<file path="config.mk">
export PLATFORM = sky130hd
export DESIGN_NAME = uart_rx_timeout
export DESIGN_NICKNAME = d
export VERILOG_FILES = /design/src/inc/uart_rx_timeout_pkg.sv /design/src/hdl/uart_rx_timeout.sv
export SDC_FILE = /design/constraint.sdc
export NUM_CORES = 1
export LEC_CHECK = 0
export BUFFER_PORTS_ARGS = -buffer_cell sky130_fd_sc_hd__clkbuf_2
export CORE_ASPECT_RATIO = 1.4
export CORE_MARGIN = 5
export CORE_UTILIZATION = 49
export CTS_CLUSTER_SIZE = 10
export DETAILED_ROUTE_END_ITERATION = 16
export GPL_TIMING_DRIVEN = 0
export PLACE_DENSITY = 0.9
export SETUP_SLACK_MARGIN = 0.4
export SLEW_MARGIN = 20
export SYNTH_ARGS = -nofsm -noshare
export SYNTH_HDL_FRONTEND = slang
export SYNTH_SLANG_ARGS = --single-unit
</file>
<file path="constraint.sdc">
create_clock -name clk -period 2.3 [get_ports clk]
set_clock_uncertainty 0.2 [all_clocks]
set_input_delay 0.115 -clock clk [delete_from_list [all_inputs] [get_ports clk]]
set_output_delay 0.115 -clock clk [all_outputs]
set_load 0.005 [all_outputs]
</file>
<file path="src/inc/uart_rx_timeout_pkg.sv">
package uart_rx_timeout_pkg;
   localparam int TIMEOUT_HALF_W = 8;
   localparam int FIFO_CNT_W = 7;
   localparam int PERIODIC_BIT = 6;
   localparam logic [7:0] EXT_FEATURE_RESET = 8'h00;
   localparam logic [TIMEOUT_HALF_W-1:0] TIMEOUT_HIGH_RESET = 8'h00;
   localparam logic [TIMEOUT_HALF_W-1:0] TIMEOUT_LOW_RESET = 8'h40;
   localparam logic [5:0] TRIGGER_RESET = 6'h01;
endpackage : uart_rx_timeout_pkg

</file>
<file path="src/hdl/uart_rx_timeout.sv">
// Operation
// - Reads of holding, modem or line status may disturb the timeout flag.
// - A cleared timeout rises again while receive FIFO still holds data.
// - Timeout length comes from high and low count registers.
// - Bit 6 of second extended feature register selects periodic timeout.
// - Reading the interrupt identification register clears the timeout unless an expiry sets it in the same cycle.
// - Every periodic event raises the timeout again.
// - DMA requests follow the trigger level as programmed, power of two or not.
`timescale 1ns/1ns
module uart_rx_timeout #(
   parameter int FIFO_CNT_W = uart_rx_timeout_pkg::FIFO_CNT_W
)
(
   // Clock and reset.
   input wire logic clk,
   input wire logic nrst,
   // Configuration.
   input wire logic [7:0] extFeatureRegTwo,
   input wire logic [7:0] timeoutCountHigh,
   input wire logic [7:0] timeoutCountLow,
   input wire logic [5:0] rxTriggerLevel,
   input wire logic [5:0] txTriggerLevel,
   // Receive path state and transmit FIFO space.
   input wire logic rxCharStrobe,
   input wire logic [FIFO_CNT_W-1:0] rxFifoLevel,
   input wire logic [FIFO_CNT_W-1:0] txFifoSpace,
   // Register read strobes.
   input wire logic rxHoldingRegRead,
   input wire logic modemStatusRegRead,
   input wire logic lineStatusRegRead,
   input wire logic irqIdentRegRead,
   // Results.
   output logic rxTimeoutIrq,
   output logic rxDmaReq,
   output logic txDmaReq
);
   logic [15:0] limit;
   logic periodicMode;
   logic [15:0] count_q;
   logic [15:0] count_d;
   logic expire;
   logic dataWaiting;
   logic sideRead;
   logic irq_d;
   logic irq_q;
   logic [2*FIFO_CNT_W-1:0] fillPair;
   logic [11:0] trigPair;
   wire [1:0] dmaRawVec;
   wire [1:0] dmaReqVec;

   assign limit = {timeoutCountHigh, timeoutCountLow};
   assign periodicMode = extFeatureRegTwo[uart_rx_timeout_pkg::PERIODIC_BIT];
   assign dataWaiting = rxFifoLevel != '0;
   assign sideRead = rxHoldingRegRead | modemStatusRegRead | lineStatusRegRead;
   assign expire = (count_q >= limit) && (limit != 16'h0000);

   // Original mode counts only while data waits; periodic mode runs freely.
   assign count_d = (rxCharStrobe || expire
                     || (!periodicMode && !dataWaiting)) ? 16'h0000
                    : count_q + 16'h0001;

   // Expiry sets the flag in periodic mode or while data waits, set beats clear; a side read or ident read clears.
   // A side read models the silicon hazard of clearing the flag.
   assign irq_d = (expire && (periodicMode || dataWaiting)) ? 1'b1
                  : (irqIdentRegRead || sideRead) ? 1'b0
                  : irq_q;

   always_ff @(posedge clk)
   begin
      if (!nrst)
      begin
         count_q <= 16'h0000;
         irq_q <= 1'b0;
      end
      else
      begin
         count_q <= count_d;
         irq_q <= irq_d;
      end
   end
   assign rxTimeoutIrq = irq_q;

   // Trigger compare shared by both directions of the DMA path.
   function automatic logic trigger_reached(
      input logic [FIFO_CNT_W-1:0] fill,
      input logic [5:0] trig
   );
      trigger_reached = (trig != 6'h00) && (fill >= FIFO_CNT_W'(trig));
   endfunction : trigger_reached

   // Index 0 is the receive direction and index 1 the transmit one.
   assign fillPair = {txFifoSpace, rxFifoLevel};
   assign trigPair = {txTriggerLevel, rxTriggerLevel};

   // Requests follow the level as programmed, power of two or not.
   generate
      for (genvar g = 0; g < 2; g++)
      begin : gen_dma
         logic req_q;
         assign dmaRawVec[g] = trigger_reached(
            fillPair[g*FIFO_CNT_W +: FIFO_CNT_W], trigPair[g*6 +: 6]);
         always_ff @(posedge clk)
         begin
            if (!nrst)
            begin
               req_q <= 1'b0;
            end
            else
            begin
               req_q <= dmaRawVec[g];
            end
         end
         assign dmaReqVec[g] = req_q;
      end
   endgenerate
   assign rxDmaReq = dmaReqVec[0];
   assign txDmaReq = dmaReqVec[1];

   // Cycles that pending data has waited with the timeout flag low.
   logic [16:0] starve_q;
   logic [15:0] limitSeen_q;
   logic starveReset;
   assign starveReset = rxTimeoutIrq || !dataWaiting || rxCharStrobe
                        || (limit == 16'h0000) || (limit != limitSeen_q);
   always_ff @(posedge clk)
   begin
      if (!nrst || starveReset)
      begin
         starve_q <= 17'h00000;
      end
      else
      begin
         starve_q <= starve_q + 17'h00001;
      end
   end
   always_ff @(posedge clk)
   begin
      limitSeen_q <= limit;
   end

   ident_clears_a: assert property (
      @(posedge clk) disable iff (!nrst)
      irqIdentRegRead && !expire |=> !rxTimeoutIrq)
      else $error("ident read did not clear timeout");
   expire_sets_a: assert property (
      @(posedge clk) disable iff (!nrst)
      expire && periodicMode |=> rxTimeoutIrq)
      else $error("periodic event did not raise timeout");
   data_retrig_a: assert property (
      @(posedge clk) disable iff (!nrst)
      count_q == limit && limit != 16'h0000 && dataWaiting
      |=> rxTimeoutIrq)
      else $error("pending data did not retrigger");
   char_resets_a: assert property (
      @(posedge clk) disable iff (!nrst)
      rxCharStrobe |=> count_q == 16'h0000)
      else $error("character did not restart count");
   idle_hold_a: assert property (
      @(posedge clk) disable iff (!nrst)
      !periodicMode && !dataWaiting && !irqIdentRegRead && !sideRead
      |=> rxTimeoutIrq == $past(rxTimeoutIrq))
      else $error("timeout changed with empty fifo");
   side_read_a: assert property (
      @(posedge clk) disable iff (!nrst)
      sideRead && !expire |=> !rxTimeoutIrq)
      else $error("side read effect missing");
   hold_read_a: assert property (
      @(posedge clk) disable iff (!nrst)
      rxHoldingRegRead && !expire |=> !rxTimeoutIrq)
      else $error("holding read did not clear timeout");
   modem_read_a: assert property (
      @(posedge clk) disable iff (!nrst)
      modemStatusRegRead && !expire |=> !rxTimeoutIrq)
      else $error("modem read did not clear timeout");
   line_read_a: assert property (
      @(posedge clk) disable iff (!nrst)
      lineStatusRegRead && !expire |=> !rxTimeoutIrq)
      else $error("line read did not clear timeout");
   limit_len_a: assert property (
      @(posedge clk) disable iff (!nrst)
      limit != 16'h0000 && limit == $past(limit) |-> count_q <= limit)
      else $error("count passed programmed limit");
   zero_limit_a: assert property (
      @(posedge clk) disable iff (!nrst)
      limit == 16'h0000 && !rxTimeoutIrq |=> !rxTimeoutIrq)
      else $error("zero limit raised timeout");
   periodic_count_a: assert property (
      @(posedge clk) disable iff (!nrst)
      extFeatureRegTwo[uart_rx_timeout_pkg::PERIODIC_BIT] && !rxCharStrobe
      && !expire |=> count_q == $past(count_q) + 16'h0001)
      else $error("periodic mode did not count freely");
   empty_count_a: assert property (
      @(posedge clk) disable iff (!nrst)
      !extFeatureRegTwo[uart_rx_timeout_pkg::PERIODIC_BIT] && !dataWaiting
      |=> count_q == 16'h0000)
      else $error("count ran with empty fifo");
   expire_restart_a: assert property (
      @(posedge clk) disable iff (!nrst)
      expire |=> count_q == 16'h0000)
      else $error("count did not restart after event");
   irq_holds_a: assert property (
      @(posedge clk) disable iff (!nrst)
      rxTimeoutIrq && !irqIdentRegRead && !sideRead |=> rxTimeoutIrq)
      else $error("timeout dropped without a read");
   no_false_raise_a: assert property (
      @(posedge clk) disable iff (!nrst)
      !rxTimeoutIrq && !expire |=> !rxTimeoutIrq)
      else $error("timeout rose without an event");
   data_waits_a: assert property (
      @(posedge clk) disable iff (!nrst)
      starve_q <= {1'b0, limit} + 17'h00002)
      else $error("pending data never timed out");
   rx_dma_a: assert property (
      @(posedge clk) disable iff (!nrst)
      rxTriggerLevel != 6'h00 && rxFifoLevel >= FIFO_CNT_W'(rxTriggerLevel)
      |=> rxDmaReq)
      else $error("rx dma request missing");
   rx_dma_low_a: assert property (
      @(posedge clk) disable iff (!nrst)
      rxTriggerLevel == 6'h00 || rxFifoLevel < FIFO_CNT_W'(rxTriggerLevel)
      |=> !rxDmaReq)
      else $error("rx dma request too early");
   tx_dma_a: assert property (
      @(posedge clk) disable iff (!nrst)
      txTriggerLevel != 6'h00 && txFifoSpace >= FIFO_CNT_W'(txTriggerLevel)
      |=> txDmaReq)
      else $error("tx dma request missing");
   tx_dma_low_a: assert property (
      @(posedge clk) disable iff (!nrst)
      txTriggerLevel == 6'h00 || txFifoSpace < FIFO_CNT_W'(txTriggerLevel)
      |=> !txDmaReq)
      else $error("tx dma request too early");
endmodule : uart_rx_timeout

</file>
-- Word level (Yosys, flattened, before mapping)
Index checks and enable logic that the tools add are counted.
- register bits after elaboration: 19
- logic and storage cells: 30
- output and inout port bits: 3
- multiplexer cells: 2
- reduce and logical (&&, ||, !) cells: 17
- add/sub/neg operators: 1
- order comparisons: 3
- bitwise gates (word level): 3
- operator list (cell ; count):
    adder 16 x 1 -> 16 bit (second input constant) ; 1
    greater-or-equal comparator 16 bit ; 1
    nonzero test 16 bit ; 1
    greater-or-equal comparator 7 x 6 -> 1 bit ; 2
    nonzero test 6 bit ; 2
    nonzero test 7 bit ; 1
    logical AND 1 bit ; 5
    logical OR 1 bit ; 4
    logical NOT 1 bit ; 2
    2-to-1 mux 1 bit ; 2
    bitwise OR 1 bit ; 2
    nonzero test 2 bit ; 1
    OR reduction 2 bit ; 1
    NOT 1 bit ; 1

-- Logic depth before layout (Yosys ltp)
- depth after elaboration: 5
- gate-level depth with buffers: 8
- mapped depth without buffers: 7

-- Least setup slack after synthesis
OpenSTA, ideal clock, no wires.
- path type: register -> register
- start: reg count_q[15]
- end: reg count_q[8]
- data required time: 1.985 ns
- path slack: 0.385 ns
- cell stages (with the launch flop): 8
- path buffers: 1
- setup time: 0.115 ns
- data arrival time: 1.601 ns
- clock period less this slack: 1.915 ns
- cells stage by stage: dfxtp_1 > ha_1 > nand4_2 > nor4_4 > a211oi_2 > a21oi_4 > buf_6 > nor2_1
- longest elaborated chain between the ends: 5
- ends and longest elaborated chain (item ; RTL line ; RTL):
    start, declared ; uart_rx_timeout.sv:39 ; logic [15:0] count_q;
    start signal, assigned ; uart_rx_timeout.sv:77 ; count_q <= count_d;
    greater-or-equal comparator 16 bit ; uart_rx_timeout.sv:55 ; assign expire = (count_q >= limit) && (limit != 16'h0000);
    logical AND 1 bit ; uart_rx_timeout.sv:55 ;
    logical OR 1 bit ; uart_rx_timeout.sv:58 ; assign count_d = (rxCharStrobe || expire
    logical OR 1 bit ; uart_rx_timeout.sv:59 ; || (!periodicMode && !dataWaiting)) ? 16'h0000
    OR reduction 2 bit (no line) ; - ;
Every way passes these cells.
A chain may end at the register's enable or synchronous reset.

-- Worst setup path after layout
- start: reg count_q[13]
- end: reg count_q[13]
- longest elaborated chain between the ends: 5
- elaborated cells on any way between the ends: 6
- classes of those cells: add/sub (1); order compare (1); reduce/logical (4)
- ends and longest elaborated chain (item ; RTL line):
    greater-or-equal comparator 16 bit ; uart_rx_timeout.sv:55
    logical AND 1 bit ; uart_rx_timeout.sv:55
    logical OR 1 bit ; uart_rx_timeout.sv:58
    logical OR 1 bit ; uart_rx_timeout.sv:59
    OR reduction 2 bit (no line) ; -
Several ways; a longest one is shown, not always the timed one.

==> flow_summary_export.csv <==
group,metric,value,unit
global_route,antenna_found_initial,0,
place,place_area,1850,µm²
synth,synth_top_area_share,24.7,%
global_route,grt_max_degree,11,
setup_path,worst-path-buf-inv,1,
die,dieArea,4380,µm²
layout,final_area,2190,µm²
die,core,3060,µm²
pwr,p_comb_share,23.2,%
setup_path,critPathLaunchType,"flip-flop",
sta,hold_viol,0,
layout,area_growth,42.4,%
setup_path,worst-path-max-fanout,5,
setup_path,cpLargestDelayFamily,"simple AND/OR/NAND/NOR gates",
synth,synth_warnings,0,
clock_network,cts.reportedPaths.clkPinSlew,0.07,ns
setup_path,setup.worst_path.class,"reg2reg",
synth,ys_ff_latch,19,
hold_path,worstHoldPathType,"in2reg",
drt,wl,4450,µm
global_route,grt-ovfl-total,0,
drt,first_pass_iters,4,
pwr,p_switching,0.198,mW
synth,seq_area_frac_synth,24.7,%
sta,final-setup-viol-count,0,
synth,synth_area_leaders,"dfxtp_1, ha_1, inv_1",
die,rows,24,
sta,fin_hold_ws,0.0329,ns
sta,totalNegativeSetupSlack,0,ns
layout,final_common_cell,"clkbuf_2",
sta,fin_crit_sh,85.6,%
drt,ant_nets,0,
pwr,power_density,337,nW/µm²
clock_network,cts-root-buf,"clkbuf_8",
layout,nets,344,
die,die_y,76.3,µm
drt,post_drt_wl_per_cell,15.0,µm
die,start_util,50.2,%
pwr,p_clk_share,31.8,%
setup_path,max_stage_delay,0.36,ns
pwr,ir_drop,0.202,mV
place,gp_congestion,0.793,
clock_network,h-tree-depth,1,
clock_network,clockBufferDepth,2,
die,io_pins,60,
global_route,grt_pass1_vias,1661,
global_route,grt_usage,18.8,%
setup_path,worstPathCellList,"ha_1 -> nand4_4 -> nor4_4 -> a211oi_2 -> a21oi_4 -> buf_6 -> nor2_1",
clock_network,cts_buffers,3,
place,portBuffers,52,
drt,drt_iter0_drc,29,
pwr,p_int,0.541,mW
run_status,run_status,"completed",
place,hpwl,3170,µm
job,max_cap_violations,0,
die,die_x,57.4,µm
setup_path,required,2.24,ns
clock_network,cts_tree,"done",
sta,worst_pin_slew,0.399,ns
setup_path,arrival,1.90,ns
synth,ys_types,32,
pwr,p_sw_share,26.8,%
synth,syn_area,1540,µm²
layout,diodes,0,
drt,num_vias,1622,
sta,timing.fmax,0.508,GHz
synth,syn_nets,274,
drt,viasPerCell,5.48,
sta,fin_crit,1.97,ns
synth,netlist_instances,188,
pwr,seqPwrFrac,45.0,%
layout,drive_above_1_share,37.4,%
setup_path,cp_slowest_cell,"ha_1",
pwr,total_leakage_power,1.04,nW
synth,synth_top_area_cell,"dfxtp_1",
drt,drc,0,
clock_network,clkLatencyLatePin,0.26,ns
synth,synth.avg_cell_area,8.19,µm²
global_route,grt_pass1_wl,6730,µm
sta,slew_viol_final,0,
layout,final_cell_mix,"clkbuf_2, inv_1, ha_1",
sta,slew_headroom,73.1,%
sta,rsz0062_at_grt,"true",
setup_path,crit_path_end_kind,"flip-flop",
clock_network,clock-sinks,19,
cell usage after synthesis (all sizes together):
library cell  instances
buf                   1
o211ai                1
nor4b                 1
a31oi                 2
and3b                 1
a22oi                 1
inv                  33
nand2                 8
xnor2                 5
o311a                 2
nor3                  4
and3                  1
nor3b                 1
nand4                 4
ha                   29
nor4                  9
nand2b                2
a211o                 1
o21ai                 9
xor2                  9
a21o                  2
nand3                 6
dfxtp                19
and4                  2
a21oi                10
nor2                 21
a32o                  1
a211oi                3
power by group through the flow:
stage               logic [mW]  registers, mW  clock network (mW)
global placement         0.135          0.344                   0
floorplan               0.0707          0.344                   0
finish                   0.172          0.332               0.235
global route             0.197          0.333               0.258
detailed placement       0.142          0.344                   0
CTS                      0.157          0.334               0.233
layout make-up:
class,instances,area (µm²)
Buffer,1,11.3
Clock buffer,4,45.0
Fill cell,233,872
Inverter,33,124
Multi-Input combinational cell,135,1190
Sequential cell,19,400
Tap cell,39,48.8
Timing Repair Buffer,65,375
cells by family after synthesis:
group	share of synthesized area, %
AO/OA/AOI/OAI	14.0
XOR/XNOR	7.97
adder cells (fa/ha/maj)	23.6
buffers and inverters	8.78
flip-flops	24.7
AND/OR/NAND/NOR	21.0
sequential cells by signal, summed over array words and instances (netlist names):
register      count
count_q          16
rxDmaReq          1
rxTimeoutIrq      1
txDmaReq          1
through the flow:
step / instances / power (mW) / worst slack [ns] / util, %
floorplan: 188 / 0.415 / 0.409 / -
global placement: 279 / 0.479 / 0.261 / 60.3
detailed placement: 279 / 0.486 / 0.246 / 60.3
CTS: 294 / 0.724 / 0.349 / 67.2
global route: 296 / 0.787 / 0.226 / 71.5
finish: 296 / 0.738 / 0.331 / 71.5
what timing repair did:
action | in CTS | in global routing
endpoints found under the hold margin | 3 | 0
pin swaps | 17 | 6
endpoints found under the setup margin | 17 | 17
setup buffers | 6 | 2
hold buffers | 4 | 0
gates resized for setup | 20 | 18
gates cloned | 1 | 0
worst register-to-register path: cells and delay by family, from the launching register on:
kind | cells | cell delay [ns]
AO/OA/AOI/OAI | 2 | 0.32
adder cells (fa/ha/maj) | 1 | 0.36
buffers and inverters | 1 | 0.15
flip-flops | 1 | 0.35
AND/OR/NAND/NOR | 3 | 0.48
final timing paths:
path | from | end | slack [ns] | depth (start not counted)
max | count_q[13]$_SDFF_PP0_ | count_q[13]$_SDFF_PP0_ | 0.33 | 7
min | txFifoSpace[5] | txDmaReq$_SDFF_PN0_ | 0.03 | 3
max reg2reg | count_q[13]$_SDFF_PP0_ | count_q[13]$_SDFF_PP0_ | 0.33 | 7
min reg2reg | count_q[0]$_SDFF_PP0_ | count_q[0]$_SDFF_PP0_ | 0.23 | 1
per-layer routing:
| metal | track usage [%] | up-vias | part of all wire [%] |
|---|---|---|---|
| met5 | 0 | - | 0 |
| met3 | 4.24 | 10 | 5.8 |
| met1 | 18.7 | 756 | 37 |
| met2 | 35.2 | 62 | 56 |
| li1 | - | 794 | - |
| met4 | 8.35 | 0 | 1.6 |
Note: power is estimated with default switching activity, not from simulation.
